==> src/design/psb_regs.vh <==
// Constants for the PCI-side bridge and arbiter
`ifndef PSB_REGS_VH
`define PSB_REGS_VH
`define PSB_CMD_MEM_RD      4'h6
`define PSB_CMD_MEM_WR      4'h7
`define PSB_CMD_SPECIAL     4'h1
`define PSB_DEVSEL_WAIT     3'h4
`define PSB_RD_PHASES       2'h2
`define PSB_WR_PHASES       2'h1
`define PSB_WAIT_LIMIT_NS   20
`define PSB_CLK_PERIOD_NS   5
`define PSB_WAIT_CYCLES     (`PSB_WAIT_LIMIT_NS / `PSB_CLK_PERIOD_NS)
`endif

==> src/design/psb_bridge.v <==
// PCI-side bridge: master, subtractive target, error/NMI, interrupt routing and arbiter
`timescale 1ns/1ps
`include "psb_regs.vh"

module psb_bridge #(
  parameter IRQ_N = 4
) (
  // Clock and reset
  input  wire        clock_in,
  input  wire        rst_n_in,
  // PCI address/data and command
  input  wire [31:0] ad_in,
  output reg  [31:0] ad_out,
  output reg         ad_oe_n_out,
  input  wire [3:0]  cbe_n_in,
  output reg  [3:0]  cbe_n_out,
  output reg         cbe_oe_n_out,
  input  wire        par_in,
  output reg         par_out,
  output reg         par_oe_n_out,
  // PCI control
  input  wire        frame_n_in,
  output reg         frame_n_out,
  output reg         frame_oe_n_out,
  input  wire        irdy_n_in,
  output reg         irdy_n_out,
  output reg         irdy_oe_n_out,
  input  wire        trdy_n_in,
  output reg         trdy_n_out,
  output reg         trdy_oe_n_out,
  input  wire        stop_n_in,
  output reg         stop_n_out,
  output reg         stop_oe_n_out,
  input  wire        devsel_n_in,
  output reg         devsel_n_out,
  output reg         devsel_oe_n_out,
  input  wire        serr_n_in,
  output reg         serr_n_out,
  output reg         serr_oe_n_out,
  // Master request from the ISA side
  input  wire        mreq_in,
  input  wire        mreq_write_in,
  input  wire [31:0] mreq_addr_in,
  input  wire [31:0] mreq_wdata_in,
  input  wire [3:0]  mreq_be_n_in,
  output reg         mreq_done_out,
  output reg  [63:0] mreq_rdata_out,
  // Forwarded cycle to the ISA side
  output reg         fwd_req_out,
  output reg  [31:0] fwd_addr_out,
  output reg  [3:0]  fwd_cmd_out,
  output reg  [3:0]  fwd_be_n_out,
  output reg  [31:0] fwd_wdata_out,
  input  wire        fwd_valid_in,
  input  wire [31:0] fwd_rdata_in,
  // Errors and NMI
  input  wire        nmi_clear_in,
  output reg         nmi_out,
  output reg         nmi_by_serr_out,
  // PCI interrupts and CPU interrupt
  input  wire [3:0]  pci_int_n_in,
  input  wire [3:0]  int_edge_mode_in,
  input  wire [15:0] int_level_in,
  input  wire [3:0]  int_edge_clear_in,
  input  wire        inta_cycle_in,
  output reg         cpu_irq_out,
  output reg  [7:0]  irq_vector_out,
  // Arbiter
  input  wire [3:0]  slot_req_n_in,
  output reg  [3:0]  slot_gnt_n_out,
  input  wire        host_grant_busy_in,
  output reg         host_grant_busy_out,
  output reg         host_grant_busy_oe_n_out
);

  localparam [6:0] T_IDLE = 7'h01, T_WAIT = 7'h02, T_CLAIM = 7'h04, T_DATA = 7'h08,
                   T_DONE = 7'h10, T_SKIP = 7'h20, T_TURN = 7'h40;
  localparam [5:0] M_IDLE = 6'h01, M_ADDR = 6'h02, M_DATA = 6'h04, M_TURN = 6'h08,
                   M_WREQ = 6'h10, M_WGNT = 6'h20;
  localparam [3:0] A_HOST = 4'h1, A_TAKE = 4'h2, A_WAIT = 4'h4, A_SLOT = 4'h8;

  // Registered copies of the bus so decisions are timed from one edge
  reg        frame_d_r;
  reg [6:0]  tst_r;
  reg [2:0]  dcnt_r;
  reg [31:0] taddr_r;
  reg [3:0]  tcmd_r;
  reg        addr_par_chk_r;
  reg        data_par_chk_r;
  reg [31:0] par_word_r;
  reg [3:0]  par_be_r;
  reg        is_write_r;
  reg        mst_idle_r;
  reg        mst_want_r;
  reg        mst_gnt_r;
  reg        is_rd_r;
  reg [5:0]  mst_r;
  reg [1:0]  phase_r;

  // Parity trails its word by one clock, so compare against the held word
  wire parity_bad = (^{par_word_r, par_be_r}) != par_in;
  wire bus_idle   = frame_n_in & irdy_n_in;

  // Subtractive decode target
  always @(posedge clock_in or negedge rst_n_in) begin
    if (!rst_n_in) begin
      tst_r           <= T_IDLE;
      dcnt_r          <= 3'h0;
      taddr_r         <= 32'h0;
      tcmd_r          <= 4'h0;
      is_write_r      <= 1'b0;
      fwd_req_out     <= 1'b0;
      fwd_addr_out    <= 32'h0;
      fwd_cmd_out     <= 4'h0;
      fwd_be_n_out    <= 4'hF;
      fwd_wdata_out   <= 32'h0;
      devsel_n_out    <= 1'b1;
      devsel_oe_n_out <= 1'b1;
      trdy_n_out      <= 1'b1;
      trdy_oe_n_out   <= 1'b1;
      stop_n_out      <= 1'b1;
      stop_oe_n_out   <= 1'b1;
      frame_d_r       <= 1'b1;
      addr_par_chk_r  <= 1'b0;
    end else begin
      frame_d_r      <= frame_n_in;
      addr_par_chk_r <= 1'b0;
      case (tst_r)
        T_IDLE: begin
          // Own master cycles are skipped by the mst_idle_r gate
          if (frame_d_r && !frame_n_in && mst_idle_r) begin
            taddr_r        <= ad_in;
            tcmd_r         <= cbe_n_in;
            is_write_r     <= cbe_n_in[0];
            dcnt_r         <= 3'h1;
            addr_par_chk_r <= 1'b1;
            tst_r          <= T_WAIT;
          end
        end
        T_WAIT: begin
          if (!devsel_n_in) begin
            tst_r <= T_SKIP;
          end else if (dcnt_r == `PSB_DEVSEL_WAIT) begin
            devsel_n_out    <= 1'b0;
            devsel_oe_n_out <= 1'b0;
            trdy_n_out      <= 1'b1;
            trdy_oe_n_out   <= 1'b0;
            stop_n_out      <= 1'b1;
            stop_oe_n_out   <= 1'b0;
            tst_r           <= T_CLAIM;
          end else begin
            dcnt_r <= dcnt_r + 3'h1;
          end
        end
        T_CLAIM: begin
          if (!irdy_n_in) begin
            fwd_req_out   <= 1'b1;
            fwd_addr_out  <= taddr_r;
            fwd_cmd_out   <= tcmd_r;
            fwd_be_n_out  <= cbe_n_in;
            fwd_wdata_out <= ad_in;
            tst_r         <= T_DATA;
          end
        end
        T_DATA: begin
          fwd_req_out <= 1'b0;
          if (fwd_valid_in) begin
            trdy_n_out <= 1'b0;
            stop_n_out <= frame_n_in;
            tst_r      <= T_DONE;
          end
        end
        T_DONE: begin
          // TRDY# and IRDY# both low here completes the phase
          trdy_n_out   <= 1'b1;
          devsel_n_out <= 1'b1;
          if (frame_n_in) begin
            stop_n_out <= 1'b1;
            tst_r      <= T_TURN;
          end else begin
            stop_n_out <= 1'b0;
          end
        end
        T_TURN: begin
          devsel_oe_n_out <= 1'b1;
          trdy_oe_n_out   <= 1'b1;
          stop_oe_n_out   <= 1'b1;
          tst_r           <= T_IDLE;
        end
        T_SKIP: begin
          if (frame_n_in && irdy_n_in) begin
            tst_r <= T_IDLE;
          end
        end
        default: tst_r <= T_IDLE;
      endcase
    end
  end

  // Parity over the previous address/data cycle
  always @(posedge clock_in or negedge rst_n_in) begin
    if (!rst_n_in) begin
      par_word_r     <= 32'h0;
      par_be_r       <= 4'h0;
      data_par_chk_r <= 1'b0;
      serr_n_out     <= 1'b1;
      serr_oe_n_out  <= 1'b1;
      nmi_out        <= 1'b0;
      nmi_by_serr_out <= 1'b0;
    end else begin
      par_word_r     <= ad_in;
      par_be_r       <= cbe_n_in;
      data_par_chk_r <= !irdy_n_in && !trdy_n_in;
      if ((addr_par_chk_r || data_par_chk_r) && parity_bad) begin
        serr_n_out    <= 1'b0;
        serr_oe_n_out <= 1'b0;
      end else begin
        serr_n_out    <= 1'b1;
        serr_oe_n_out <= 1'b1;
      end
      // Set wins over clear
      if (!serr_n_in || !serr_n_out) begin
        nmi_out         <= 1'b1;
        nmi_by_serr_out <= 1'b1;
      end else if (nmi_clear_in) begin
        nmi_out         <= 1'b0;
        nmi_by_serr_out <= 1'b0;
      end
    end
  end

  // PCI interrupt routing
  reg [3:0] int_n_d_r;
  reg [3:0] edge_pend_r;
  reg [3:0] act;
  integer   i;
  always @* begin
    for (i = 0; i < IRQ_N; i = i + 1) begin
      act[i] = int_edge_mode_in[i] ? edge_pend_r[i] : !pci_int_n_in[i];
    end
  end

  always @(posedge clock_in or negedge rst_n_in) begin
    if (!rst_n_in) begin
      int_n_d_r      <= 4'hF;
      edge_pend_r    <= 4'h0;
      cpu_irq_out    <= 1'b0;
      irq_vector_out <= 8'h00;
    end else begin
      int_n_d_r   <= pci_int_n_in;
      edge_pend_r <= (edge_pend_r & ~int_edge_clear_in) | (int_n_d_r & ~pci_int_n_in);
      cpu_irq_out <= |act;
      if (inta_cycle_in) begin
        // Lowest numbered pending line wins the acknowledge
        if (act[0])      irq_vector_out <= {4'h0, int_level_in[3:0]};
        else if (act[1]) irq_vector_out <= {4'h0, int_level_in[7:4]};
        else if (act[2]) irq_vector_out <= {4'h0, int_level_in[11:8]};
        else if (act[3]) irq_vector_out <= {4'h0, int_level_in[15:12]};
        else             irq_vector_out <= 8'h00;
      end
    end
  end

  // Arbiter
  wire [3:0] req_all = {slot_req_n_in[3:1], slot_req_n_in[0] & ~mst_want_r};
  reg [3:0] ast_r;
  reg [1:0] last_r;
  reg [1:0] pick;
  reg       any_req;
  integer   k;
  reg [1:0] idx;
  always @* begin
    pick    = 2'h0;
    any_req = 1'b0;
    idx     = 2'h0;
    // Search from the slot after the last one granted
    for (k = 4; k >= 1; k = k - 1) begin
      idx = last_r + k[1:0];
      if (!req_all[idx]) begin
        pick    = idx;
        any_req = 1'b1;
      end
    end
  end
  always @(posedge clock_in or negedge rst_n_in) begin
    if (!rst_n_in) begin
      ast_r                    <= A_HOST;
      last_r                   <= 2'h3;
      slot_gnt_n_out           <= 4'hF;
      host_grant_busy_out      <= 1'b0;
      host_grant_busy_oe_n_out <= 1'b0;
      mst_gnt_r                <= 1'b0;
    end else begin
      case (ast_r)
        A_HOST: begin
          // Host is default owner, line held low
          host_grant_busy_out      <= 1'b0;
          host_grant_busy_oe_n_out <= 1'b0;
          if (any_req) begin
            host_grant_busy_out <= 1'b1;
            ast_r               <= A_TAKE;
          end
        end
        A_TAKE: begin
          host_grant_busy_oe_n_out <= 1'b1;
          ast_r                    <= A_WAIT;
        end
        A_WAIT: begin
          // Host keeps the line low while busy grant only once high and idle
          if (host_grant_busy_in && bus_idle && any_req) begin
            slot_gnt_n_out[pick] <= 1'b0;
            mst_gnt_r            <= mst_want_r && pick == 2'h0;
            last_r               <= pick;
            ast_r                <= A_SLOT;
          end else if (host_grant_busy_in && !any_req) begin
            host_grant_busy_out      <= 1'b0;
            host_grant_busy_oe_n_out <= 1'b0;
            ast_r                    <= A_HOST;
          end
        end
        A_SLOT: begin
          // Host back first once the owner releases the bus
          if (req_all[last_r] && bus_idle) begin
            slot_gnt_n_out           <= 4'hF;
            mst_gnt_r                <= 1'b0;
            host_grant_busy_out      <= 1'b0;
            host_grant_busy_oe_n_out <= 1'b0;
            ast_r                    <= A_HOST;
          end
        end
        default: ast_r <= A_HOST;
      endcase
    end
  end

  // Own master uses slot 0 request internally
  always @(posedge clock_in or negedge rst_n_in) begin
    if (!rst_n_in) begin
      mst_r          <= M_IDLE;
      mst_idle_r     <= 1'b1;
      mst_want_r     <= 1'b0;
      phase_r        <= 2'h0;
      mreq_done_out  <= 1'b0;
      mreq_rdata_out <= 64'h0;
      ad_out         <= 32'h0;
      ad_oe_n_out    <= 1'b1;
      cbe_n_out      <= 4'hF;
      cbe_oe_n_out   <= 1'b1;
      par_out        <= 1'b0;
      par_oe_n_out   <= 1'b1;
      frame_n_out    <= 1'b1;
      frame_oe_n_out <= 1'b1;
      irdy_n_out     <= 1'b1;
      irdy_oe_n_out  <= 1'b1;
      is_rd_r        <= 1'b0;
    end else begin
      mreq_done_out <= 1'b0;
      par_out       <= ^{ad_out, cbe_n_out};
      par_oe_n_out  <= ad_oe_n_out;
      case (mst_r)
        M_IDLE: begin
          if (mreq_in) begin
            mst_want_r <= 1'b1;
            is_rd_r    <= !mreq_write_in;
            mst_r      <= M_WGNT;
          end
        end
        M_WGNT: begin
          if (mst_gnt_r && bus_idle) begin
            mst_idle_r     <= 1'b0;
            ad_out         <= mreq_addr_in;
            ad_oe_n_out    <= 1'b0;
            cbe_n_out      <= is_rd_r ? `PSB_CMD_MEM_RD : `PSB_CMD_MEM_WR;
            cbe_oe_n_out   <= 1'b0;
            frame_n_out    <= 1'b0;
            frame_oe_n_out <= 1'b0;
            irdy_oe_n_out  <= 1'b0;
            phase_r        <= is_rd_r ? `PSB_RD_PHASES : `PSB_WR_PHASES;
            mst_r          <= M_ADDR;
          end
        end
        M_ADDR: begin
          ad_out      <= mreq_wdata_in;
          ad_oe_n_out <= is_rd_r;
          cbe_n_out   <= mreq_be_n_in;
          irdy_n_out  <= 1'b0;
          frame_n_out <= phase_r == 2'h2 ? 1'b0 : 1'b1;
          mst_r       <= M_DATA;
        end
        M_DATA: begin
          if (!trdy_n_in) begin
            if (is_rd_r) mreq_rdata_out <= phase_r == 2'h2 ? {32'h0, ad_in} : {ad_in, mreq_rdata_out[31:0]};
            phase_r     <= phase_r - 2'h1;
            frame_n_out <= 1'b1;
            if (phase_r == 2'h1 || !stop_n_in) begin
              irdy_n_out <= 1'b1;
              mst_r      <= M_TURN;
            end
          end else if (!stop_n_in) begin
            frame_n_out <= 1'b1;
            irdy_n_out  <= 1'b1;
            mst_r       <= M_TURN;
          end
        end
        M_TURN: begin
          frame_oe_n_out <= 1'b1;
          irdy_oe_n_out  <= 1'b1;
          ad_oe_n_out    <= 1'b1;
          cbe_oe_n_out   <= 1'b1;
          mst_want_r     <= 1'b0;
          mst_idle_r     <= 1'b1;
          mreq_done_out  <= 1'b1;
          mst_r          <= M_IDLE;
        end
        default: mst_r <= M_IDLE;
      endcase
    end
  end

endmodule // psb_bridge

==> config.mk <==
export PLATFORM = sky130hd
export DESIGN_NAME = psb_bridge
export DESIGN_NICKNAME = d
export VERILOG_FILES = /design/src/design/psb_bridge.v
export VERILOG_INCLUDE_DIRS = /design/src /design/src/design
export SDC_FILE = /design/constraint.sdc
export NUM_CORES = 1
export LEC_CHECK = 0
export ABC_AREA = 0
export BUFFER_PORTS_ARGS = -buffer_cell sky130_fd_sc_hd__buf_4
export CAP_MARGIN = 20
export CORE_MARGIN = 8
export CORE_UTILIZATION = 45
export CTS_CLUSTER_SIZE = 24
export DETAILED_ROUTE_END_ITERATION = 8
export PLACE_DENSITY_LB_ADDON = 0.15
export SETUP_SLACK_MARGIN = 0.2
export SLEW_MARGIN = 10
export SYNTH_ARGS = -nofsm -noshare
export SYNTH_HDL_FRONTEND = slang
export SYNTH_SLANG_ARGS = --single-unit
==> constraint.sdc <==
create_clock -name clock_in -period 2 [get_ports clock_in]
set_clock_uncertainty 0.2 [all_clocks]
set_input_delay 0.2 -clock clock_in [delete_from_list [all_inputs] [get_ports clock_in]]
set_output_delay 0.2 -clock clock_in [all_outputs]
set_load 0.01 [all_outputs]
==> out/results.ini, run 1 <==
[outcome]
outcome = finished with violations
failed_checks = setup timing

[grt]
use_met2 = 0.410
grt_pass1_wl_um = 62800
grt_pass1_vias = 11200
track_usage = 0.234
antenna_found_initial = 1
grt_remaining_overflow = 0
use_met3 = 0.0616
met1_usage = 0.278
grt_max_degree = 52
top_usage_layer = met2

[critical_path]
crit_path_cell_trace = or3_4 > nor2_4 > nand4_1 > buf_6 > buf_12 > clkbuf_16 > mux2_2
critPathMaxStageDelay_ps = 430
r2r_end = fwd_wdata_out[24]
crit_path_top_delay_cell = dfrtp_2
cp.arrival_ps = 2370
crit_path_end_kind = flip-flop
reg2reg_from = tst_r[4]
worst_setup_path_start_kind = flip-flop
critPathBufInv = 3
crit_type = flip-flop to flip-flop
cp_max_fo = 8
crit_required_ps = 2180
worst-r2r-cell-count = 7
critical_path.top_delay_family = simple AND/OR/NAND/NOR gates
rrSetupSlack_ps = -190

[yosys]
synth_area_leaders = dfrtp_1 (53%), mux2_2 (9.7%), dfstp_2 (6.5%)
async_reset_ff_frac = 1.00
postSynthAreaPerCell_um2 = 12.3
netlist_instances = 1053
synth_edf_count = 0
synthFlopType = dfrtp_1
netlist_area_mm2 = 0.0129
synth_cell_types = 68
yosys_warnings = 0
ys_ff_latch = 306
synth_area_leader_cell = dfrtp_1
synth_top_area_frac = 0.531
ys_seq_area_frac = 0.596

[place]
place.gp.congestion = 0.839
port_buffers = 353
dp_cells = 1798
dp_hpwl_um = 25800

[timing]
layout_setup_ws_ps = -193
rsz0062_at_grt = true
finalHoldViolCount = 0
post-route-period-util = 1.10
fin_setup_tns_ps = -17570
finalSetupViolations = 147
post-route-min-period_ps = 2190
max_slew.worst_pin.slew_ps = 873
slew_viol_final = 0
slew_headroom = 0.418
clock.fmax_ghz = 0.456

[routing]
wl_per_cell_um = 22.2
via_per_inst = 5.24
vias = 10800
drt-initial-drc-count = 661
drc_errors = 0
dr.pass1.iters = 5
wl_um = 45900
ant_nets = 0

[die]
core_mm2 = 0.0285
num_rows = 62
fp.dieArea_mm2 = 0.0344
initial_utilization = 0.453
io_pins = 390
die_w_um = 185
die_y_um = 185

[layout]
layout.nets = 1844
multiInputGateArea_mm2 = 0.00559
area_delta_synth_final_pct = 61.4
final_common_cell = buf_4
regArea_mm2 = 0.00770
layout_common_cells = buf_4 (409), dfrtp_1 (269), dlygate4sd3_1 (142)
fillers = 1840
instances_no_fill = 2067
drive_above_1_share = 0.496

[clocking]
clk_pin_slew_ps = 60
clock_sinks = 306
cts_tree = built
cts_buffer_depth = 3
numCtsBuffers = 35
h-tree-depth = 2
clockRootBuffer = clkbuf_16
clk_latency_ps = 520

[hold_path]
min_to = irq_vector_out[2]
worstHoldPathType = primary input to flip-flop
holdPathStages = 5
hold_path_startpoint = int_edge_mode_in[0]

[pwr]
power_per_cell_area_mw_per_mm2 = 857
ir_drop_mv = 0.723
p_leak_nw = 10.2

[run]
max_cap_violations = 0

## synth_stat cells, types with 8 or more instances
library cell,instances
o22ai_1,8
xnor2_1,54
buf_4,10
dfstp_2,32
mux2_4,30
nor2_1,65
nand2b_1,41
mux2_2,111
a31oi_1,37
dfrtp_1,274
inv_1,28
clkbuf_1,26
xor2_1,9
o21ai_0,48
nand2_1,128
a21oi_1,16
nand3_1,9
buf_2,10
## sequential cells by signal, summed over array words and instances, names as in the netlist, 5 cells and up
signal	flops
mst_r	5
fwd_wdata_out	32
fwd_addr_out	32
par_word_r	32
ad_out	32
mreq_rdata_out	64
tst_r	7
taddr_r	32
## metal layers
layer,up-vias,wire [um]
met4,0,1460
met5,-,0
met3,99,3760
met2,488,23300
li1,4819,-
met1,5430,17400
## area by class of cell
cell class / count / area share
Sequential cell: 306 / 0.370
Timing Repair Buffer: 617 / 0.279
Multi-Input combinational cell: 668 / 0.268
Clock buffer: 53 / 0.0482
Tap cell: 384 / 0.0231
Clock inverter: 8 / 0.00606
Inverter: 29 / 0.00534
Antenna cell: 2 / 0.000240
## through the flow
stage | total power (W) | setup WS (ps) | util | hold WS [ps] | instance area, um^2
after floorplan | 0.00946 | -195 | - | -296 | 13100
after global placement | 0.0107 | -142 | 0.578 | -79.9 | 16500
after detailed placement | 0.0108 | -150 | 0.578 | -77.2 | 16500
after CTS | 0.0176 | -140 | 0.693 | 1.49 | 19700
after global routing | 0.0186 | -213 | 0.732 | -2.77 | 20800
final | 0.0179 | -193 | 0.732 | 2.42 | 20800
## power breakdown
group          internal (W)  switching (W)
sequential          0.00705       0.000579
combinational       0.00217        0.00169
clock               0.00386        0.00252
## logic make-up (layout without fill, tap and decap cells)
family,after synthesis,count (layout),share of synthesized area
mux,147,147,0.136
buf+inv,84,707,0.0306
simple gates,298,300,0.112
xor+xnor,68,68,0.0515
flops,306,306,0.596
other cells,1,6,0.000290
compound gates,145,145,0.0692
fa+ha+maj,4,4,0.00388
## how the worst max path moves through the flow
stage / slack, ps / startpoint / endpoint / cells after the start
after floorplan: -190 / mst_r[5] / mreq_rdata_out[0] / 6
after global placement: -140 / tst_r[4] / dcnt_r[2] / 5
after detailed placement: -150 / tst_r[4] / dcnt_r[2] / 5
after CTS: -140 / tst_r[4] / dcnt_r[2] / 5
after global routing: -210 / tst_r[4] / fwd_addr_out[6] / 7
final: -190 / tst_r[4] / fwd_wdata_out[24] / 7
## worst register-to-register path, cell delays in order, from the launching register on
cell	delay, ps
dfrtp_2	430
or3_4	410
nor2_4	100
nand4_1	120
buf_6	180
buf_12	150
clkbuf_16	190
mux2_2	280
## what timing repair did
action,4_1_cts,5_1_grt
setup buffers,9,21
hold buffers,147,0
setup endpoints to repair,238,261
pin swaps,31,52
cloned,11,22
resized for setup,83,124
hold endpoints to repair,515,0
No activity file was read; power rests on OpenSTA's default activity.
==> run 2: changes to the inputs <==
- CTS_BUF_LIST: unset -> sky130_fd_sc_hd__clkbuf_8
- TNS_END_PERCENT: unset -> 1
==> out/results.ini, run 2 (synthesized netlist as in run 1, its figures left out) <==
[routing]
dr.pass1.iters = 5  ; unchanged
ant_nets = 0  ; unchanged
wl_um = 38200  ; -17%
drc_errors = 0  ; unchanged
drt-initial-drc-count = 441  ; -33%
via_per_inst = 4.97  ; -5.1%
wl_per_cell_um = 18.5  ; -17%
vias = 10300  ; -5.1%

[timing]
finalSetupViolations = 159  ; +8.2%
slew_viol_final = 0  ; unchanged
slew_headroom = 0.553  ; +0.135
post-route-min-period_ps = 2130  ; -65.6 ps
max_slew.worst_pin.slew_ps = 668  ; -206 ps
post-route-period-util = 1.06  ; -0.0328
rsz0062_at_grt = true
clock.fmax_ghz = 0.470  ; +3.1%
layout_setup_ws_ps = -128  ; +65.6 ps
finalHoldViolCount = 0  ; unchanged

[grt]
grt_pass1_vias = 11200  ; unchanged
grt_pass1_wl_um = 60500  ; -3.7%
grt_max_degree = 67  ; +29%
grt_remaining_overflow = 0  ; unchanged
track_usage = 0.221  ; -0.0135
antenna_found_initial = 2  ; +1

[die]
io_pins = 390  ; unchanged
die_y_um = 185  ; unchanged
num_rows = 62  ; unchanged
die_w_um = 185  ; unchanged
initial_utilization = 0.453  ; unchanged
fp.dieArea_mm2 = 0.0344  ; unchanged
core_mm2 = 0.0285  ; unchanged

[clocking]
holdBufCountCts = 154  ; +4.8%
h-tree-depth = 2  ; unchanged
clockRootBuffer = clkbuf_8
clk_latency_ps = 560  ; +40 ps
cts_buffer_depth = 3  ; unchanged
clk_pin_slew_ps = 60  ; about the same
clock_sinks = 306  ; unchanged
cts_tree = built
numCtsBuffers = 51  ; +46%

[hold_path]
holdPathStages = 5  ; unchanged
worstHoldPathType = primary input to flip-flop

[layout]
fillers = 2044  ; +11%
final_common_cell = buf_4
area_delta_synth_final_pct = 50.4
regMostFlops = mreq_rdata_out
drive_above_1_share = 0.436  ; -0.0598
layout_common_cells = buf_4 (410), dfrtp_1 (272), dlygate4sd3_1 (150)
layout.nets = 1827  ; -0.92%
post-route-util = 0.682  ; -0.0501
largest_register_ffs = 64  ; unchanged
instances_no_fill = 2068  ; +0.048%

[pwr]
power_per_cell_area_mw_per_mm2 = 856  ; -0.18%
ir_drop_mv = 0.576  ; -20%
p_leak_nw = 9.78  ; -4.4%

[critical_path]
crit_required_ps = 2240  ; +60 ps
crit_type = flip-flop to flip-flop
crit_path_end_kind = flip-flop
worst-r2r-cell-count = 6  ; -1
cp.arrival_ps = 2370  ; about the same
cp_max_fo = 27  ; +19
worst_setup_path_start_kind = flip-flop

[outcome]
outcome = finished with violations
failed_checks = setup timing

[run]
max_cap_violations = 0  ; unchanged

[place]
place.gp.congestion = 0.833  ; -0.72%
preCtsSetupSlack_ps = -203  ; -52.5 ps
dp_cells = 1812  ; +0.78%
dp_hpwl_um = 25200  ; -2.0%
port_buffers = 353  ; unchanged

[run 2: routing by layer]
layer	global-route usage	routed length, um
met4	0.0739	1090
met2	0.378	18700
met3	0.0610	3260
met1	0.265	15100
met5	0	0
[run 2: area by class of cell]
| class | count | area, um^2 | share of cell area |
|---|---|---|---|
| antenna | 4 | 10.0 | 0.000516 |
| clock buffer | 66 | 908 | 0.0468 |
| clock inverter | 27 | 128 | 0.00657 |
| inverter | 29 | 114 | 0.00586 |
| multi-input combinational | 666 | 5060 | 0.261 |
| sequential | 306 | 7700 | 0.397 |
| tap | 384 | 480 | 0.0247 |
| timing repair buffer | 586 | 5020 | 0.258 |
[run 2: critical path, cell delays in order, from the launching register on]
cell and delay [ps]:
dfrtp_1 450, or3_4 380, nor2_4 100, nand4_1 160, buf_4 220, buf_12 160, mux2_4 320
[run 2: where the power goes]
part | internal [W] | total (W) | switching [W] | leakage [nW]
Clock | 0.00296 | 0.00541 | 0.00245 | 0.613
Sequential | 0.00705 | 0.00756 | 0.000519 | 3.88
Combinational | 0.00207 | 0.00363 | 0.00156 | 5.29
Total | 0.0121 | 0.0166 | 0.00453 | 9.78
[run 2: repair_timing]
item,in CTS,in global routing
pin swaps,29,28
buffers inserted,4,0
cloned,1,0
gates resized for setup,37,38
hold endpoints to repair,539,1
setup endpoints to repair,239,245
[run 2: final timing paths]
kind	start	to	slack, ps
max	tst_r[6]	fwd_wdata_out[17]	-130
min	slot_req_n_in[0]	ast_r[0]	20
max reg2reg	tst_r[6]	fwd_wdata_out[17]	-130
min reg2reg	ad_oe_n_out	par_oe_n_out	190
max in group asynchronous	rst_n_in	mreq_rdata_out[5]	340
min in group asynchronous	rst_n_in	par_be_r[0]	490
[run 2: stage by stage]
stage | total power [W] | setup TNS, ps | instance area, um^2 | hold WS (ps)
floorplan | 0.00938 | -15850 | 12900 | -296
global placement | 0.0107 | -8310 | 16500 | -58.5
detailed placement | 0.0108 | -12840 | 16500 | -52.9
CTS | 0.0167 | -8120 | 19300 | -43.4
global route | 0.0175 | -20080 | 19400 | -0.947
finish | 0.0166 | -9290 | 19400 | 21.6
